[config.mk]
export PLATFORM = sky130hd
export DESIGN_NAME = pmc_cfg_bank
export DESIGN_NICKNAME = d
export VERILOG_FILES = /design/src/hw/pmc_pkg.sv /design/src/hw/pmc_tick_gen.sv /design/src/hw/pmc_cfg_bank.sv
export SDC_FILE = /design/constraint.sdc
export NUM_CORES = 1
export LEC_CHECK = 0
export CORE_UTILIZATION = 35
export DETAILED_ROUTE_END_ITERATION = 7
export DONT_BUFFER_PORTS = 1
export SETUP_SLACK_MARGIN = 0.15
export SYNTH_ARGS = -nofsm -noshare
export SYNTH_HDL_FRONTEND = slang
export SYNTH_SLANG_ARGS = --single-unit
[constraint.sdc]
create_clock -name core_clk_i -period 5.45 [get_ports core_clk_i]
set_input_delay 0.545 -clock core_clk_i [delete_from_list [all_inputs] [get_ports core_clk_i]]
set_output_delay 0.545 -clock core_clk_i [all_outputs]
set_load 0.01 [all_outputs]
[src/hw/pmc_pkg.sv]
// Shared constants, types and the switching-rate decode for the config bank.
// Assumes one 125 MHz core clock and a byte-wide register port on that clock.
package pmc_pkg;

	// --------------------------------------------------------------
	// Register offsets
	// --------------------------------------------------------------
	localparam logic [7:0] ADDR_RATE    = 8'h8A;
	localparam logic [7:0] ADDR_TICK    = 8'h8B;
	localparam logic [7:0] ADDR_SCRATCH = 8'h8E;
	localparam logic [7:0] ADDR_RUN     = 8'h8F;
	localparam logic [7:0] ADDR_DLY1    = 8'h90;
	localparam logic [7:0] ADDR_DLY2    = 8'h91;
	localparam logic [7:0] ADDR_MODE    = 8'h92;
	localparam logic [7:0] ADDR_NONE_RD = 8'h00;

	// --------------------------------------------------------------
	// Reset values and field positions
	// --------------------------------------------------------------
	localparam logic [7:0] RST_BYTE  = 8'h00;
	localparam int CONV_CNT      = 4;
	localparam int RATE_W        = 2;
	localparam int TICK_EXP_W    = 5;
	localparam int SCRATCH_W     = 4;
	localparam int RUN_BIT       = 0;
	localparam int MODE_SEL_BIT  = 7;
	localparam int MON_EN_BIT    = 6;
	localparam int ENDRV_BIT     = 5;
	localparam int ERR_TH_W      = 4;

	// --------------------------------------------------------------
	// Timing
	// --------------------------------------------------------------
	localparam int TICK_BASE_NS  = 50;
	localparam int CLK_PERIOD_NS = 8;
	localparam int TICK_ACC_W    = 40;

	// --------------------------------------------------------------
	// Types
	// --------------------------------------------------------------
	typedef enum logic [1:0] {
		RATE_2M2 = 2'b00,
		RATE_4M4 = 2'b01,
		RATE_8M8 = 2'b10
	} pmc_rate_t;

	typedef struct packed {
		logic                   loaded;
		logic                   rate_wr_en;
		logic [7:0]             rate;
		logic [7:0]             tick;
		logic [7:0]             scratch;
		logic [7:0]             run;
		logic [7:0]             dly1;
		logic [7:0]             dly2;
		logic [7:0]             mode;
		logic [7:0]             rdata;
		logic                   rvalid;
		logic                   drv_clr;
		pmc_rate_t [CONV_CNT-1:0] conv;
	} pmc_state_t;

	localparam pmc_state_t PMC_STATE_RST = '{
		loaded:     1'b0,
		rate_wr_en: 1'b0,
		rate:       RST_BYTE,
		tick:       RST_BYTE,
		scratch:    RST_BYTE,
		run:        RST_BYTE,
		dly1:       RST_BYTE,
		dly2:       RST_BYTE,
		mode:       RST_BYTE,
		rdata:      RST_BYTE,
		rvalid:     1'b0,
		drv_clr:    1'b0,
		conv:       '{CONV_CNT{RATE_2M2}}
	};

	typedef struct packed {
		logic [TICK_EXP_W-1:0] last_exp;
		logic [TICK_ACC_W-1:0] acc;
		logic                  tick;
	} pmc_tick_state_t;

	localparam pmc_tick_state_t PMC_TICK_RST = '{
		last_exp: 5'h00,
		acc:      40'h00_0000_0000,
		tick:     1'b0
	};

	// Codes 10 and 11 both mean the fastest rate
	function automatic pmc_rate_t decode_rate(input logic [1:0] code);
		case (code)
			2'b00:   return RATE_2M2;
			2'b01:   return RATE_4M4;
			default: return RATE_8M8;
		endcase
	endfunction

endpackage

[src/hw/pmc_tick_gen.sv]
// Sequencer delay tick generator: one pulse per 50 ns * 2^exponent.
// Assumes the exponent comes from a flop on the same clock.
`timescale 1ns/1ps

module pmc_tick_gen
	import pmc_pkg::*;
#(
	parameter int BASE_NS   = TICK_BASE_NS,
	parameter int PERIOD_NS = CLK_PERIOD_NS
) (
	input  wire logic                  core_clk_i,
	input  wire logic                  sys_rst_i,
	input  wire logic [TICK_EXP_W-1:0] tick_exp_i,
	output logic                       tick_o
);

	localparam logic [TICK_ACC_W-1:0] BASE_W = TICK_ACC_W'(BASE_NS);
	localparam logic [TICK_ACC_W-1:0] STEP_W = TICK_ACC_W'(PERIOD_NS);

	pmc_tick_state_t s;
	pmc_tick_state_t next_s;
	logic [TICK_ACC_W-1:0] step_ns;
	logic [TICK_ACC_W-1:0] sum_ns;

	// ----------------------------------------------------------------
	// Fractional accumulator
	// ----------------------------------------------------------------
	// Period at exponent 0 or 1 is not a whole number of clocks; accumulating nanoseconds
	// keeps the long-run rate exact at the cost of one cycle of jitter.
	always_comb begin
		step_ns = BASE_W << tick_exp_i;
		sum_ns  = s.acc + STEP_W;
		next_s  = s;
		next_s.tick     = 1'b0;
		next_s.last_exp = tick_exp_i;
		if (tick_exp_i != s.last_exp) begin
			next_s.acc = '0;
		end else if (sum_ns >= step_ns) begin
			next_s.acc  = sum_ns - step_ns;
			next_s.tick = 1'b1;
		end else begin
			next_s.acc = sum_ns;
		end
	end

	always_ff @(posedge core_clk_i or posedge sys_rst_i) begin
		if (sys_rst_i) begin
			s <= PMC_TICK_RST;
		end else begin
			s <= next_s;
		end
	end

	assign tick_o = s.tick;

	// With the smallest step (50 ns) ticks are six or seven clocks apart
	AST_TICK_SPACING: assert property (
		@(posedge core_clk_i) disable iff (sys_rst_i)
		(s.tick && tick_exp_i == 5'h00 && $stable(tick_exp_i))
			|=> (!s.tick || tick_exp_i != 5'h00) [*5]
			##[1:2] (s.tick || tick_exp_i != 5'h00)
	) else $error("tick spacing wrong at smallest step");

endmodule

[src/hw/pmc_cfg_bank.sv]
// Misc configuration bank: converter rate selects, sequencer tick scale,
// scratch bits and host error monitor start and delay settings.
// Assumes the serial host front end presents byte accesses on core_clk_i
// and non-volatile defaults are stable when reset is released.
`timescale 1ns/1ps

// How it works
// - Rate code 00 is 2.2 MHz, 01 is 4.4 MHz, 10 and 11 8.8 MHz.
// - Rate register holds converter 4..1 selects in bits 7:6 down to 1:0.
// - A non-volatile flag makes the rate fields writable or read-only.
// - Rate, tick scale and scratch bits load from non-volatile values.
// - Sequencer tick is 50 ns times two to the bits 4:0 exponent.
// - Monitor idle while run bit 0; then clear driver enable if enabled.
// - First monitor delay is an eight-bit register.
// - Second monitor delay is an eight-bit register.
// - Delay registers accept writes only while the monitor is stopped.
// - Monitor enable, locked while running, loads from non-volatile value.
module pmc_cfg_bank
	import pmc_pkg::*;
(
	input  wire logic                  core_clk_i,
	input  wire logic                  sys_rst_i,
	input  wire logic [7:0]            reg_addr_i,
	input  wire logic                  reg_wr_i,
	input  wire logic                  reg_rd_i,
	input  wire logic [7:0]            reg_wdata_i,
	input  wire logic [7:0]            nvm_rate_i,
	input  wire logic                  nvm_rate_wr_en_i,
	input  wire logic [TICK_EXP_W-1:0] nvm_tick_exp_i,
	input  wire logic [SCRATCH_W-1:0]  nvm_scratch_i,
	input  wire logic                  nvm_mon_en_i,
	output logic [7:0]                 reg_rdata_o,
	output logic                       reg_rvalid_o,
	output pmc_rate_t                  conv1_rate_choice_o,
	output pmc_rate_t                  conv2_rate_choice_o,
	output pmc_rate_t                  conv3_rate_choice_o,
	output pmc_rate_t                  conv4_rate_choice_o,
	output logic [TICK_EXP_W-1:0]      sequencer_tick_exponent_o,
	output logic                       sequencer_tick_o,
	output logic [SCRATCH_W-1:0]       scratch_o,
	output logic                       monitor_run_bit_o,
	output logic                       monitor_enable_bit_o,
	output logic                       monitor_mode_o,
	output logic                       monitor_endrv_o,
	output logic [ERR_TH_W-1:0]        monitor_err_th_o,
	output logic [7:0]                 monitor_first_delay_o,
	output logic [7:0]                 monitor_second_delay_o,
	output logic                       driver_enable_clear_o
);

	pmc_state_t s;
	pmc_state_t next_s;
	logic       running;

	// ----------------------------------------------------------------
	// Read decode
	// ----------------------------------------------------------------
	function automatic logic [7:0] read_byte(input logic [7:0] addr,
		input pmc_state_t st);
		if (addr == ADDR_RATE) begin
			return st.rate;
		end else if (addr == ADDR_TICK) begin
			return st.tick;
		end else if (addr == ADDR_SCRATCH) begin
			return st.scratch;
		end else if (addr == ADDR_RUN) begin
			return st.run;
		end else if (addr == ADDR_DLY1) begin
			return st.dly1;
		end else if (addr == ADDR_DLY2) begin
			return st.dly2;
		end else if (addr == ADDR_MODE) begin
			return st.mode;
		end else begin
			return ADDR_NONE_RD;
		end
	endfunction

	assign running = s.run[RUN_BIT];

	// ----------------------------------------------------------------
	// Next state
	// ----------------------------------------------------------------
	always_comb begin
		next_s        = s;
		next_s.rvalid = 1'b0;
		if (!s.loaded) begin
			// First cycle after reset pulls the non-volatile defaults;
			// host writes in that cycle are dropped.
			next_s.loaded     = 1'b1;
			next_s.rate       = nvm_rate_i;
			next_s.rate_wr_en = nvm_rate_wr_en_i;
			next_s.tick       = {s.tick[7:TICK_EXP_W], nvm_tick_exp_i};
			next_s.scratch    = {s.scratch[7:SCRATCH_W], nvm_scratch_i};
			next_s.mode[MON_EN_BIT] = nvm_mon_en_i;
		end else if (reg_wr_i) begin
			if (reg_addr_i == ADDR_RATE) begin
				if (s.rate_wr_en) begin
					next_s.rate = reg_wdata_i;
				end
			end else if (reg_addr_i == ADDR_TICK) begin
				next_s.tick = reg_wdata_i;
			end else if (reg_addr_i == ADDR_SCRATCH) begin
				next_s.scratch = reg_wdata_i;
			end else if (reg_addr_i == ADDR_RUN) begin
				next_s.run = reg_wdata_i;
			end else if (reg_addr_i == ADDR_DLY1) begin
				if (!running) begin
					next_s.dly1 = reg_wdata_i;
				end
			end else if (reg_addr_i == ADDR_DLY2) begin
				if (!running) begin
					next_s.dly2 = reg_wdata_i;
				end
			end else if (reg_addr_i == ADDR_MODE) begin
				if (!running) begin
					next_s.mode = reg_wdata_i;
				end
			end
		end
		if (reg_rd_i) begin
			next_s.rdata  = read_byte(reg_addr_i, s);
			next_s.rvalid = 1'b1;
		end
		for (int i = 0; i < CONV_CNT; i++) begin
			next_s.conv[i] = decode_rate(next_s.rate[RATE_W*i +: RATE_W]);
		end
		// Stopped but enabled monitor holds the drivers off
		next_s.drv_clr = !next_s.run[RUN_BIT] && next_s.mode[MON_EN_BIT];
	end

	always_ff @(posedge core_clk_i or posedge sys_rst_i) begin
		if (sys_rst_i) begin
			s <= PMC_STATE_RST;
		end else begin
			s <= next_s;
		end
	end

	// ----------------------------------------------------------------
	// Outputs and tick
	// ----------------------------------------------------------------
	assign reg_rdata_o               = s.rdata;
	assign reg_rvalid_o              = s.rvalid;
	assign conv1_rate_choice_o       = s.conv[0];
	assign conv2_rate_choice_o       = s.conv[1];
	assign conv3_rate_choice_o       = s.conv[2];
	assign conv4_rate_choice_o       = s.conv[3];
	assign sequencer_tick_exponent_o = s.tick[TICK_EXP_W-1:0];
	assign scratch_o                 = s.scratch[SCRATCH_W-1:0];
	assign monitor_run_bit_o         = s.run[RUN_BIT];
	assign monitor_enable_bit_o      = s.mode[MON_EN_BIT];
	assign monitor_mode_o            = s.mode[MODE_SEL_BIT];
	assign monitor_endrv_o           = s.mode[ENDRV_BIT];
	assign monitor_err_th_o          = s.mode[ERR_TH_W-1:0];
	assign monitor_first_delay_o     = s.dly1;
	assign monitor_second_delay_o    = s.dly2;
	assign driver_enable_clear_o     = s.drv_clr;

	pmc_tick_gen #(
		.BASE_NS   (TICK_BASE_NS),
		.PERIOD_NS (CLK_PERIOD_NS)
	) u_tick (
		.core_clk_i (core_clk_i),
		.sys_rst_i  (sys_rst_i),
		.tick_exp_i (s.tick[TICK_EXP_W-1:0]),
		.tick_o     (sequencer_tick_o)
	);

	// ----------------------------------------------------------------
	// Checks
	// ----------------------------------------------------------------
	AST_RATE_MAP: assert property (
		@(posedge core_clk_i) disable iff (sys_rst_i)
		(s.loaded && reg_wr_i && reg_addr_i == ADDR_RATE && s.rate_wr_en)
			|=> conv4_rate_choice_o == decode_rate($past(reg_wdata_i[7:6]))
			&& conv3_rate_choice_o == decode_rate($past(reg_wdata_i[5:4]))
			&& conv2_rate_choice_o == decode_rate($past(reg_wdata_i[3:2]))
			&& conv1_rate_choice_o == decode_rate($past(reg_wdata_i[1:0]))
	) else $error("rate select not mapped from written byte");

	AST_RATE_FAST: assert property (
		@(posedge core_clk_i) disable iff (sys_rst_i)
		s.rate[1] |-> conv1_rate_choice_o == RATE_8M8
	) else $error("codes 10 and 11 must give the fastest rate");

	AST_RATE_LOCK: assert property (
		@(posedge core_clk_i) disable iff (sys_rst_i)
		(s.loaded && !s.rate_wr_en) |=> $stable(s.rate)
	) else $error("read-only rate register changed");

	AST_NVM_LOAD: assert property (
		@(posedge core_clk_i) disable iff (sys_rst_i)
		!s.loaded |=> s.loaded && s.rate == $past(nvm_rate_i)
			&& scratch_o == $past(nvm_scratch_i)
			&& sequencer_tick_exponent_o == $past(nvm_tick_exp_i)
			&& monitor_enable_bit_o == $past(nvm_mon_en_i)
	) else $error("non-volatile defaults not loaded");

	AST_DRV_CLEAR: assert property (
		@(posedge core_clk_i) disable iff (sys_rst_i)
		(s.loaded && reg_wr_i && reg_addr_i == ADDR_RUN
			&& !reg_wdata_i[RUN_BIT] && monitor_enable_bit_o)
			|=> driver_enable_clear_o ##1 (driver_enable_clear_o
			|| $past(reg_wr_i))
	) else $error("stopped enabled monitor must clear driver enable");

	AST_DLY1_WRITE: assert property (
		@(posedge core_clk_i) disable iff (sys_rst_i)
		(s.loaded && reg_wr_i && reg_addr_i == ADDR_DLY1 && !running)
			|=> monitor_first_delay_o == $past(reg_wdata_i)
	) else $error("first delay write while stopped lost");

	AST_DLY2_LOCK: assert property (
		@(posedge core_clk_i) disable iff (sys_rst_i)
		(reg_wr_i && reg_addr_i == ADDR_DLY2 && running)
			|=> $stable(monitor_second_delay_o)
	) else $error("second delay changed while monitor running");

	AST_EN_LOCK: assert property (
		@(posedge core_clk_i) disable iff (sys_rst_i)
		(s.loaded && running) |=> $stable(monitor_enable_bit_o)
	) else $error("monitor enable changed while running");

	AST_READ_BACK: assert property (
		@(posedge core_clk_i) disable iff (sys_rst_i)
		(reg_rd_i && reg_addr_i == ADDR_DLY1)
			|=> reg_rvalid_o && reg_rdata_o == $past(s.dly1)
	) else $error("read answer wrong or late");

endmodule

## Word level (Yosys, flattened, before mapping)

Cells that the tools add are included.

| storage, ports and cells | value |
|---|---|
| flip-flop bits (word level) | 122 |
| bits of input ports | 39 |
| output and inout port bits | 52 |
| logic and storage cells | 102 |

| operators by class | value |
|---|---|
| add/sub/neg operators | 2 |
| magnitude comparators | 1 |
| equality and inequality tests | 17 |
| shifts and indexed selects | 1 |
| muxes and demuxes | 37 |
| bitwise gates (word level) | 7 |
| reductions and logical operators | 14 |

Operators by type and width:

| kind | number |
|---|---|
| $mux W8 | 19 |
| $mux W40 | 3 |
| $eq A8 B8 Y1 const B | 7 |
| $mux W56 | 1 |
| $mux W24 | 2 |
| $mux W48 | 1 |
| $add A40 B4 Y40 const B | 1 |
| $ge A40 B40 Y1 | 1 |
| $shl A6 B5 Y40 const A | 1 |
| $sub A40 B40 Y40 | 1 |
| $mux W32 | 1 |
| $mux W18 | 1 |
| $mux W16 | 1 |
| $pmux W2 S2 | 4 |
| $reduce_and A10 Y1 | 1 |
| $reduce_and A9 Y1 | 1 |
| $eq A2 B1 Y1 const B | 4 |
| $logic_not A2 Y1 | 4 |
| $reduce_and A4 Y1 | 2 |
| $reduce_and A8 Y1 | 1 |
| $not A1 Y1 | 7 |
| $ne A2 B2 Y1 const B | 3 |
| $reduce_and A6 Y1 | 1 |
| $ne A5 B5 Y1 | 1 |
| other kinds (6) | 10 |

## Longest topological paths before layout

Gate-level depths: netlist (run 1).

| depth | value |
|---|---|
| depth in word-level cells | 12 |
| mapped depth | 21 |
| mapped depth without buffers | 18 |

## Cells and area by module

From an unflattened synthesis (run 1), not the netlist that was laid out.

| unflattened totals | value |
|---|---|
| cell total of the unflattened synthesis | 1046 |
| area total of the unflattened synthesis | 9029.9 um2 |

Modules (own cells, without submodules):

| module | times used | cells an instance | area an instance (um2) | seq. area each (um2) |
|---|---|---|---|---|
| pmc_tick_gen | 1 | 648 | 4924.7 | 1126.1 |
| pmc_cfg_bank | 1 | 398 | 4105.2 | 1876.8 |

## Worst setup path after synthesis (run 1)

No wires, ideal clock.

| path | value |
|---|---|
| path type | register -> register |
| start point | register u_tick.s[4] in the netlist's numbering |
| end point | register u_tick.s[37] in the netlist's numbering |
| library setup time | 0.126 ns |
| arrival | 3.782 ns |
| required time | 5.324 ns |
| slack | 1.542 ns |
| stages on the path, launching flop included | 20 |
| path buffers | 2 |
| period minus slack after synthesis | 3.908 ns |
| cells stage by stage | dfrtp_1 ha_1 nand3_1 nor3_2 and3_1 buf_6 nor2b_1 and3_1 xor2_1 ha_1 o21ai_0 a21oi_1 o21a_1 o21ai_0 a21oi_1 nor2_1 or4b_1 buf_4 and4_1 a311o_1 |

RTL lines:

| what | line | text |
|---|---|---|
| from (decl) | pmc_tick_gen.sv:20 | `pmc_tick_state_t s;` |
| from (signal assigned) | pmc_tick_gen.sv:50 | `s <= next_s;` |

==> results of run 1 <==
synthesized netlist by cell type (4+ instances only):
cell type,count
sky130_fd_sc_hd__a211oi_1,6
sky130_fd_sc_hd__a21o_1,7
sky130_fd_sc_hd__a21oi_1,82
sky130_fd_sc_hd__a22oi_1,16
sky130_fd_sc_hd__a31oi_1,9
sky130_fd_sc_hd__a41oi_1,6
sky130_fd_sc_hd__and2_1,6
sky130_fd_sc_hd__and3_1,11
sky130_fd_sc_hd__and4_1,4
sky130_fd_sc_hd__buf_4,48
sky130_fd_sc_hd__clkbuf_1,23
sky130_fd_sc_hd__dfrtp_1,121
sky130_fd_sc_hd__ha_1,42
sky130_fd_sc_hd__inv_1,21
sky130_fd_sc_hd__mux2_2,40
sky130_fd_sc_hd__mux2i_1,50
sky130_fd_sc_hd__nand2_1,93
sky130_fd_sc_hd__nand2b_1,9
sky130_fd_sc_hd__nand3_1,35
sky130_fd_sc_hd__nand4_1,11
sky130_fd_sc_hd__nor2_1,94
sky130_fd_sc_hd__nor2b_1,19
sky130_fd_sc_hd__nor3_1,16
sky130_fd_sc_hd__nor3b_1,4
sky130_fd_sc_hd__o21a_1,6
sky130_fd_sc_hd__o21ai_0,29
sky130_fd_sc_hd__o21bai_1,6
sky130_fd_sc_hd__or3_1,4
sky130_fd_sc_hd__xnor2_1,48
sky130_fd_sc_hd__xor2_1,21
routing by layer:
metal	global-route usage [%]	up-vias	share of wire, %
met4	6.565	0	2.2
met5	0	-	0
met3	5.776	38	7.1
met1	24.06	3154	44
li1	-	3232	-
met2	30.50	205	47
flip-flops by register name (all words and copies together) (netlist names):
name and count:
conv2_rate_choice_o 2, scratch_o 4, u_tick.tick_o 1, u_tick.s 44, reg_rvalid_o 1, driver_enable_clear_o 1, monitor_err_th_o 4, monitor_endrv_o 1
reg_rdata_o 8, monitor_second_delay_o 8, conv3_rate_choice_o 2, s 25, conv4_rate_choice_o 2, sequencer_tick_exponent_o 5, monitor_mode_o 1, monitor_run_bit_o 1
monitor_first_delay_o 8, monitor_enable_bit_o 1, conv1_rate_choice_o 2
layout by cell type (no fill, tap or decap), drive strengths merged, types with 4 or more instances in the layout:
cell      n
o21a      6
mux2     40
ha       42
a21o      7
clkbuf   17
buf      11
nor3     18
or3       4
nor2     94
nand2    93
o21bai    6
and4      5
nand2b   10
xor2     22
a21oi    84
a22oi    16
nor2b    19
a31oi     9
a41oi     6
nand3    35
nor3b     5
dfrtp   121
a211oi    6
mux2i    50
and2      6
nand4    12
inv      33
xnor2    48
o21ai    30
and3     12
area by class of cell:
| type | count | area [sq um] |
|---|---|---|
| Clock buffer | 17 | 425.4 |
| Clock inverter | 15 | 167.7 |
| Fill cell | 2447 | 14580 |
| Inverter | 22 | 87.58 |
| Multi-Input combinational cell | 725 | 4908 |
| Sequential cell | 121 | 3028 |
| Tap cell | 319 | 399.1 |
| Timing Repair Buffer | 11 | 82.58 |
kinds of logic after synthesis:
kind of cell    synth area share (%)
mux                            11.18
buf+inv                        6.693
flops                          35.60
xor+xnor                       7.296
other cells                  0.04409
compound gates                 14.52
simple gates                   18.49
fa+ha+maj                      6.178
path summary, 6_finish.rpt:
path	startpoint	end	slack (ns)	cells after the start
setup / recovery	sequencer_tick_exponent_o[1]	u_tick.s[33]	0.64	14
hold / removal	reg_rd_i	reg_rvalid_o	0.14	0
setup reg to reg	sequencer_tick_exponent_o[1]	u_tick.s[33]	0.64	14
hold reg to reg	s[22]	s[22]	0.51	1
max in group asynchronous	sys_rst_i	s[55]	4.05	2
min in group asynchronous	sys_rst_i	u_tick.s[14]	0.22	1
power groups by stage:
| stage | logic [mW] | clock network, mW | registers (mW) |
|---|---|---|---|
| final | 0.601 | 1.16 | 0.987 |
| after global routing | 0.665 | 1.22 | 0.993 |
| after CTS | 0.601 | 1.17 | 0.988 |
| after detailed placement | 0.597 | 0 | 1.00 |
| after global placement | 0.596 | 0 | 1.00 |
| after floorplan | 0.521 | 0 | 0.972 |
critical path: cells and delay by family, from the launching register on:
family	cells	cell delay, ns
compound gates	6	1.36
fa+ha+maj	2	0.83
buf+inv	2	0.54
flops	1	0.70
simple gates	4	1.26
==> summary.md, run 1 <==
Of the post-synthesis cell area, the dominant cell type holds 35.60%. In the final layout, the share of cells above drive strength 1 is 11.09%. TritonCTS built the clock tree. The floorplan step defined a die boundary enclosing 24,930 sq um. The core region is 23,680 sq um. The slowest stage of the critical path is the sky130_fd_sc_hd__or4b_2 cell.

The path type of the worst min-delay path was primary input to flop. The synthesis-to-finish area growth was 6.973%; the fraction of the yosys area taken by sequential cells was 35.60%. The power per cell area was 301.9 nW/um^2.

Buffers placed on the I/O ports in this run total 0. The number of antenna diodes in the final layout is 0. For the post-CTS repair timing setup buffer count, the log shows 0. After the last flow step, the layout net total stands at 979.

During I/O placement, the number of pins put on the boundary was 91. The final routed wire length divided by cell count is 18.27 um. The number of H-tree branching levels came out at 4. For this run, design rule violations remaining after detail routing come to 0.

The number of clock buffers added by TritonCTS is 17. The most common flop cell mapped by yosys was sky130_fd_sc_hd__dfrtp_1. The switching fraction of total power is 33.35%. The cell at the root of the clock tree is sky130_fd_sc_hd__clkbuf_16.

The largest clock skew in the final design is 0.01368 ns. The remaining global-route overflow was 0. Once detail routing completed, the nets flagged for antenna violations numbered 0. The total wirelength of the detailed-routed design was 22,480 um. The detailed router placed 6,629 vias in this run. The transition at the pin with the smallest max-transition slack came out at 0.9959 ns.

Kind of start point of the critical path: a flop. In this run the cell area measured after placement is 8506 sq um. Number of synthesized flops with an enable pin: 0.

A synthesized cell averages 8.991 sq um. The logs give 0.6787 ns for the worst slack after detailed placement and 38.42% for the utilization after layout. The finished layout holds 1,230 standard cells, fillers aside.

Measured against its own limit, the worst slew margin works out to 33.61%. The logs give 36,250 um for the global-route wire length before repair and 5 for the number of detailed-route iterations in the first pass. The net count after synthesis was 1,027. After detailed placement, the design holds a cell count of 1,198. In this run the power spent charging and discharging nets is 0.9162 mW. Using the TritonRoute via totals, the vias-per-cell ratio works out to 5.389. The global-route usage over all layers came out at 18.99%. In this run the core area contains 56 standard-cell rows. The die span in x came out at 157.9 um.

Across all hold checks on the routed design, the worst slack comes to 0.1409 ns. The maximum single-stage delay on the critical path came out at 0.74 ns. The number of different library cells used by synthesis comes to 68. For the worst setup path, the data required time is 5.75 ns. The number of warning messages in the yosys log came out at 0. After layout, the worst path uses 88.22% of the clock period. Of the total power, the clock network draws 42.2%. The share of power burned in combinational logic was 21.9%; the half-perimeter wire length of the detailed placement result was 16,820 um.

Setup repair after global routing left no endpoint under its margin. Setup violations remaining at the end of the flow were counted as 0. Library cell occupying the most area in the post-synthesis netlist: sky130_fd_sc_hd__dfrtp_1. The run finished with clean final reports. The tools report the highest clock rate as 208.0 MHz. The worst setup path is captured at a flop. The tools report the portion of total power attributed to sequential cells as 35.9%. After clock tree synthesis, the repair step resized 0 gates. The critical path is of the flop to flop type. Walking the worst path, the cells encountered are inv_1 > ha_1 > a21oi_1 > nand2_1 > ha_1 > and2_1 > nor2b_1 > a21oi_1 > o211ai_1 > a21oi_2 > a2111oi_0 > or4b_2 > buf_4 > a211oi_1.

The die height came out at 157.9 um. By area the synthesized netlist is led by sky130_fd_sc_hd__dfrtp_1, sky130_fd_sc_hd__ha_1, sky130_fd_sc_hd__mux2i_1. VDD sags by at most 192.9 uV. The first routing iteration left 428 violations. The arrival time at the worst endpoint was 5.11 ns; the gate count of the mapped netlist was 946. The proportion of register bits with asynchronous set or reset after synthesis came out at 100.0%. The cell-internal power is 1.831 mW. The clock period could shrink to 4.808 ns.

At the end of routability-driven placement, the weighted congestion stood at 0.9298. For the clock latency reported for the late side of the worst-skew pair, the log shows 0.44 ns. The clock slew at the register clock pins of the worst setup and hold paths came out at 0.07 ns. Setup slack on the critical path of the routed design comes to 0.6422 ns. The area of all placed cells without fillers was 9099 sq um; the max-slew violation count was 0. Total power for the finished layout comes to 2.747 mW.

The standby leakage power was 3.945 nW; the worst-path maximum fanout was 22. The number of global-route vias before repair is 6,590. Once the floorplan was initialized, standard cells occupied 35.92% of the core. Summing every instance area after synthesis gives 8506 sq um. The initial antenna violation count is 0. Largest net degree at the start of global routing: 79.

Counting every sink on the clock net gives 121. Hold repair after CTS inserted 0 buffers. The longest clock path from root to sink contains 2 buffers. The tools report the count of endpoints failing hold in the final timing report as 0. The post-route setup TNS was 0 ns.

The number of register bits inferred by synthesis was 121; the max-capacitance violation count was 0.
No activity file was read; power rests on OpenSTA's default activity.
==> run 2, diff against run 1 <==
Settings changed: RECOVER_POWER set to 50.
==> summary.md, run 2 (synthesis results as in run 1) <==
The final reports fail on capacitance limit, slew limit. The post-route setup TNS was 0 ns. The clock network burns 42.2% of the power. The post-CTS repair timing setup buffer count is 0. Hold-critical path endpoint: reg_rvalid_o. The layout has 2,453 filler cells. The highest clock rate was 208.5 MHz; the slack of the critical path was 0.6538 ns. The cell at the root of the clock tree was sky130_fd_sc_hd__clkbuf_16. The number of DRC violations after detailed-routing iteration 0 came out at 430. In the final routed layout, each cell accounts on average for 18.28 um. The area growth from synthesis to layout is 6.840%. The tools report the cell-internal power as 1.830 mW. The area of all placed cells without fillers is 9087 sq um. The effective utilization at floorplan came out at 35.92%. The tools report the final routed DRC violation total as 0. At the worst endpoint, the arrival time is 5.10 ns. The clock slew at the register clock pins of the worst setup and hold paths was 0.07 ns. The number of flip-flops under the largest register name is 44, and the remaining global-route overflow is 0. The run gives 0 as the initial antenna violation count.

The tools report the largest net degree at the start of global routing as 79. In this run the horizontal extent of the chip is 157.9 um. The tools report the max-slew violation count as 122. Headroom to the max-slew limit came out at -134.6%.

Number of H-tree branching levels: 4. The number of global-route vias before repair was 6,590. For the share of power burned in combinational logic, the log shows 21.8%. The number of detailed-route iterations in the first pass is 5, and the power per cell area is 302.2 nW/um^2. The tools report the count of endpoints failing hold in the final timing report as 0.

The congestion estimate from routability-driven global placement came to 0.9298. TritonCTS built the clock tree. For the antenna cell count, the log shows 0. The tools report the final hold slack as 0.1409 ns. In this run switching power makes up 33.36% of total power. The worst reg2reg path startpoint is sequencer_tick_exponent_o[1]. The quantity of hold-fixing buffers added after cts was 0; the minimum period implied by the final worst setup slack was 4.796 ns. The worst hold path passes through 0 cells. After clock tree synthesis, the repair step resized 0 gates. The tools report the start point of the worst min-delay path as reg_rd_i. The final route contains 6,647 vias. The die height is 157.9 um, and the internal reg-to-reg setup slack is 0.65 ns. Setup repair after global routing left no endpoint under its margin. The core footprint is 23,680 sq um. The setup path with the least slack is of type flop to flop. For this run, the total global-route usage over all layers was measured as 18.99%. The depth of the worst register-to-register path was 14. Grouping stages by cell kind, the critical path spends the most delay in compound AO/OA/AOI/OAI gates.

The HPWL after detailed placement is 16,820 um. 91 I/O pins were placed. The path type of the worst min-delay path is primary input to flop.

Sequential cells account for 36.0% of the total power. The endpoint identified for the worst register-to-register timing path is u_tick.s[33]. The run gives 5.75 ns as the required arrival time at the worst endpoint.

The buffer depth of the longest clock path was 2; the number of input and output port buffers inserted was 0. The largest vdd supply drop came out at 192.8 uV. For this design, the sink count on the clock tree is 121.

STA classifies the critical path endpoint as a flop. The maximum single-stage delay on the critical path is 0.74 ns, and the transition at the pin with the smallest max-transition slack is 3.500 ns. The sum of buffers and inverters on the critical path was 2; the clock latency reported for the late side of the worst-skew pair was 0.43 ns. Counting flops per register, the top entry is u_tick.s.

The standby leakage power came out at 3.933 nW. After detailed placement, the total cell area comes to 8506 sq um. The slowest stage of the critical path is the sky130_fd_sc_hd__or4b_2 cell.

Summed over all layers, the routed wires come to 22,490 um. On the final layout, the worst clock skew is 0.01340 ns. Clock tree synthesis inserted a total of 17 buffers.

In the final layout, the share of cells above drive strength 1 is 10.87%. Max-cap violations in this run came to 2. The tools report the final net count as 979.

The flow ran to the end, but the final reports show violations. The top cell types in the final layout, fill and taps aside, are sky130_fd_sc_hd__dfrtp_1, sky130_fd_sc_hd__nor2_1, sky130_fd_sc_hd__nand2_1, sky130_fd_sc_hd__a21oi_1, sky130_fd_sc_hd__mux2i_1. The most common library cell in the layout ignoring fill and taps was sky130_fd_sc_hd__dfrtp_1. The final worst-path cycle share came out at 88.00%. The floorplan step defined a die boundary enclosing 24,930 sq um. Setup violations remaining at the end of the flow were counted as 0.

Prior to clock tree synthesis, the placed netlist has a worst setup slack of 0.6787 ns. In this run the worst path has a maximum fanout of 22. The floorplan has 56 rows. The largest registers in the layout are u_tick.s: 44 flops, s: 25 flops. The detail route stage leaves a number of antenna-violating nets equal to 0. Traced cell by cell, the critical path runs through inv_1 > ha_1 > a21oi_1 > nand2_1 > ha_1 > and2_1 > nor2b_1 > a21oi_1 > o211ai_1 > a21oi_2 > a2111oi_0 > or4b_2 > buf_4 > a211oi_1. The first global-routing pass estimated 36,250 um of wire. The worst setup path is launched from a flop.

Switching power: 0.9161 mW. The via density per instance is 5.404.
==> run 2: cell count changes in the layout (fill, tap and decap cells not counted) <==
cell,delta
sky130_fd_sc_hd__buf_4,-3
sky130_fd_sc_hd__clkinvlp_2,+1
sky130_fd_sc_hd__inv_4,-1
sky130_fd_sc_hd__clkbuf_2,+1
sky130_fd_sc_hd__clkbuf_1,+2
==> run 2: cell type report <==
| class | instances | area (sq um) | area share [%] |
|---|---|---|---|
| multi-input combinational | 725 | 4908 | 54.01 |
| clock inverter | 15 | 167.7 | 1.845 |
| timing repair buffer | 11 | 72.57 | 0.7986 |
| sequential | 121 | 3028 | 33.32 |
| clock buffer | 17 | 425.4 | 4.681 |
| tap | 319 | 399.1 | 4.392 |
| inverter | 22 | 86.33 | 0.9500 |
==> run 2: worst max-delay path by stage <==
stage / start / depth (start not counted) / end / slack (ns)
after floorplan: u_tick.s[4] / 19 / u_tick.s[37] / 1.54
after global placement: sequencer_tick_exponent_o[1] / 15 / u_tick.s[32] / 0.66
after detailed placement: sequencer_tick_exponent_o[1] / 15 / u_tick.s[27] / 0.68
after CTS: sequencer_tick_exponent_o[1] / 14 / u_tick.s[33] / 0.63
after global routing: sequencer_tick_exponent_o[1] / 15 / u_tick.s[33] / 0.28
final: sequencer_tick_exponent_o[1] / 14 / u_tick.s[33] / 0.65
==> run 2: power by group through the flow <==
stage,sequential [mW],clock [mW],combinational (mW)
global placement,1.00,0,0.596
detailed placement,1.00,0,0.597
floorplan,0.972,0,0.521
CTS,0.988,1.17,0.601
global route,0.993,1.22,0.664
finish,0.987,1.16,0.600
==> run 2: routing by layer <==
metal | GRT usage (%) | vias to the layer above | part of all wire, %
met4 | 6.565 | 0 | 2.2
li1 | - | 3233 | -
met1 | 24.06 | 3164 | 44
met5 | 0 | - | 0
met2 | 30.50 | 212 | 47
met3 | 5.776 | 38 | 7.1
==> run 2: worst reg2reg max path, cell delays in order, from the launching register on <==
cell and delay (ns):
sky130_fd_sc_hd__dfrtp_1 0.69, sky130_fd_sc_hd__inv_1 0.25, sky130_fd_sc_hd__ha_1 0.45, sky130_fd_sc_hd__a21oi_1 0.41, sky130_fd_sc_hd__nand2_1 0.16, sky130_fd_sc_hd__ha_1 0.38, sky130_fd_sc_hd__and2_1 0.20, sky130_fd_sc_hd__nor2b_1 0.16
sky130_fd_sc_hd__a21oi_1 0.15, sky130_fd_sc_hd__o211ai_1 0.12, sky130_fd_sc_hd__a21oi_2 0.23, sky130_fd_sc_hd__a2111oi_0 0.15, sky130_fd_sc_hd__or4b_2 0.74, sky130_fd_sc_hd__buf_4 0.29, sky130_fd_sc_hd__a211oi_1 0.30
==> run 2: through the flow <==
step / util [%] / cells / power (mW)
detailed placement: 35.92 / 1198 / 1.601
finish: 38.37 / 1230 / 2.746
global placement: 35.92 / 1198 / 1.600
global route: 38.37 / 1230 / 2.874
floorplan: - / 946 / 1.494
CTS: 38.42 / 1230 / 2.762
==> run 3, diff against run 2 <==
Settings changed: REMOVE_ABC_BUFFERS set to 1.
==> summary.md, run 3 (synthesis results as in run 1) <==
The largest vdd supply drop came out at 220.1 uV. The worst setup path is of the flop to flop kind. The tools report the max-capacitance violation count as 3.

For this design the top-level I/O count stands at 91. The core region is 23,680 sq um. The number of flip-flops under the largest register name came out at 44. The flow ran to the end, but the final reports show violations. The smallest clock period supported by the final layout is computed as 4.912 ns. The final worst-path cycle share was 90.12%; the post-route setup TNS was 0 ns.

The largest registers in the layout are u_tick.s: 44 flops, s: 25 flops. Along the worst path, the maximum fanout reaches 20. The tools report the cell at the root of the clock tree as sky130_fd_sc_hd__clkbuf_16. After clock tree synthesis, the clock-pin slew on the worst setup and hold paths is 0.07 ns. After detailed routing, the average wire length per cell comes to 18.20 um. Die span in x: 157.9 um. The worst hold path belongs to the class primary input to flop. In this run the tightest slew margin relative to its limit is -57.51%. The count of endpoints failing hold in the final timing report is 0, and the global-route usage over all layers is 19.18%. From synthesis to final layout, the design area changed by 7.120%. Using the TritonRoute via totals, the vias-per-cell ratio works out to 5.400.

For this configuration, the core starts out at a cell density of 35.92%. At the later pin of the worst-skew pair, clock insertion delay measures 0.43 ns. TritonCTS built the clock tree.

The run gives 22,460 um as the total wirelength of the detailed-routed design. The die covers 24,930 sq um. Gates resized during post-CTS repair numbered 0.

After detailed routing, the number of remaining DRC violations is 0. The count of buffers added on input and output ports is 0. The post-CTS repair timing setup buffer count came out at 0. The register with the most flip-flops in the final layout is u_tick.s.

Leaving out fill and tap cells, the most frequent cell in the layout is sky130_fd_sc_hd__dfrtp_1. The largest net degree at the start of global routing is 73. Static timing analysis puts the maximum clock frequency at 203.6 MHz. The worst setup path is captured at a flop. For this block, the initial DRC count from the detailed router was 362.

Leaving out filler cells and counting taps, the final layout contains 1,234. The max-slew violation count was 166; the initial antenna violation count was 0. The worst setup path is launched from a flop.

For this run, the detailed router's first-pass iteration total came to 5. Once detail routing completed, the nets flagged for antenna violations numbered 0. Dividing total power by cell area gives a power density of 302.8 nW/um^2.

Of the cells placed in the final design, the portion with a size suffix greater than 1 is 11.04%. In the layout the commonest cells are sky130_fd_sc_hd__dfrtp_1, sky130_fd_sc_hd__nor2_1, sky130_fd_sc_hd__nand2_1, sky130_fd_sc_hd__a21oi_1, sky130_fd_sc_hd__mux2i_1. 0 antenna diodes ended up in the layout. For this design the static power due to leakage is 3.951 nW. The tools report the number of sinks handled by clock tree synthesis as 121.

The checks that failed: capacitance limit, slew limit. The number of H-tree branching levels is 4, and the number of global-route vias before repair is 6,889. The run gives 0 as the quantity of hold-fixing buffers added after cts.

The die height was 157.9 um; the half-perimeter wire length of the detailed placement result was 16,630 um. Including well taps, the total number of placed cells is 1,202. In the final design database the tool counted 983 nets.

The transition at the pin with the smallest max-transition slack is 2.350 ns. Remaining global-route overflow: 0. The logs give 0.01082 ns for the largest clock skew in the final design and 17 for the number of buffers created by CTS.

For the number of standard-cell rows in the floorplan, the log shows 56. The logs give 6,663 for the via count of the routed design and 0.9052 for the routability congestion estimate. Counting along the longest clock path gives a buffer depth of 2. The logs give 5.76 ns for the required arrival time at the worst endpoint and 36,740 um for the global-route wire length before repair. For the number of fill cells, the log shows 2,457.

STA puts the critical path data arrival time at 5.22 ns. Setup violations remaining at the end of the flow were counted as 0. Setup repair after global routing left no endpoint under its margin.
## run 3: cell types whose count changed in the layout (fill, tap and decap cells not counted)
cell,previous run,this run
sky130_fd_sc_hd__clkinv_4,0,1
sky130_fd_sc_hd__clkinvlp_4,2,1
sky130_fd_sc_hd__inv_6,7,5
sky130_fd_sc_hd__inv_8,4,7
sky130_fd_sc_hd__clkbuf_1,2,4
sky130_fd_sc_hd__buf_4,8,10
sky130_fd_sc_hd__clkinv_8,1,0
## run 3: final cells by class
type                    instances  area [sq um]  share of cell area (%)
flip-flops and latches        121          3028                   33.23
multi-input cells             725          4908                   53.87
repair buffers                 15         95.09                   1.044
inverters                      22         86.33                  0.9475
clock buffers                  17         425.4                   4.669
well taps                     319         399.1                   4.381
clock inverters                15         168.9                   1.854
## run 3: metal layers
metal | global-route usage [%] | vias to the layer above | share of wire, %
li1 | - | 3238 | -
met1 | 23.68 | 3221 | 44
met2 | 31.17 | 178 | 47
met3 | 6.625 | 26 | 7.5
met4 | 6.103 | 0 | 1.6
met5 | 0 | - | 0
## run 3: path summary, 6_finish.rpt
check	to	cells after the start	slack, ns	from
hold reg to reg	s[22]	1	0.51	s[22]
setup / recovery	u_tick.s[29]	17	0.54	u_tick.s[4]
min in group asynchronous	conv1_rate_choice_o[1]	1	0.63	sys_rst_i
max in group asynchronous	u_tick.s[29]	2	2.19	sys_rst_i
setup reg to reg	u_tick.s[29]	17	0.54	u_tick.s[4]
hold / removal	reg_rvalid_o	0	0.15	reg_rd_i
## run 3: report_power, final
part | total, mW | switching [mW] | internal [mW]
Clock | 1.16 | 0.505 | 0.657
Sequential | 0.978 | 0.0420 | 0.936
Combinational | 0.620 | 0.376 | 0.243
## run 3: critical path, stage by stage (launching register included)
cell	delay [ns]
sky130_fd_sc_hd__dfrtp_1	0.41
sky130_fd_sc_hd__ha_1	0.23
sky130_fd_sc_hd__nand3_1	0.15
sky130_fd_sc_hd__nor3_2	0.50
sky130_fd_sc_hd__and3_1	0.45
sky130_fd_sc_hd__nor2b_1	0.26
sky130_fd_sc_hd__and3_1	0.23
sky130_fd_sc_hd__xor2_1	0.23
sky130_fd_sc_hd__ha_1	0.33
sky130_fd_sc_hd__o21ai_0	0.11
sky130_fd_sc_hd__a21oi_1	0.09
sky130_fd_sc_hd__o21a_1	0.17
sky130_fd_sc_hd__o21ai_0	0.21
sky130_fd_sc_hd__a21oi_1	0.07
sky130_fd_sc_hd__nor2_1	0.09
sky130_fd_sc_hd__or4b_2	0.69
sky130_fd_sc_hd__buf_4	0.28
sky130_fd_sc_hd__a211oi_1	0.30
## run 3: per-stage QoR
| stage | worst slack, ns | util, % | power [mW] | hold WS (ns) | area, sq um |
|---|---|---|---|---|---|
| floorplan | 0.5688 | - | 1.454 | 0.4707 | 8021 |
| global placement | 0.6485 | 36.05 | 1.609 | 0.4780 | 8538 |
| detailed placement | 0.5626 | 36.05 | 1.612 | 0.4810 | 8538 |
| CTS | 0.5249 | 38.56 | 2.784 | 0.01710 | 9133 |
| global route | 0.2104 | 38.47 | 2.893 | 0.1298 | 9111 |
| finish | 0.5385 | 38.47 | 2.759 | 0.1496 | 9111 |
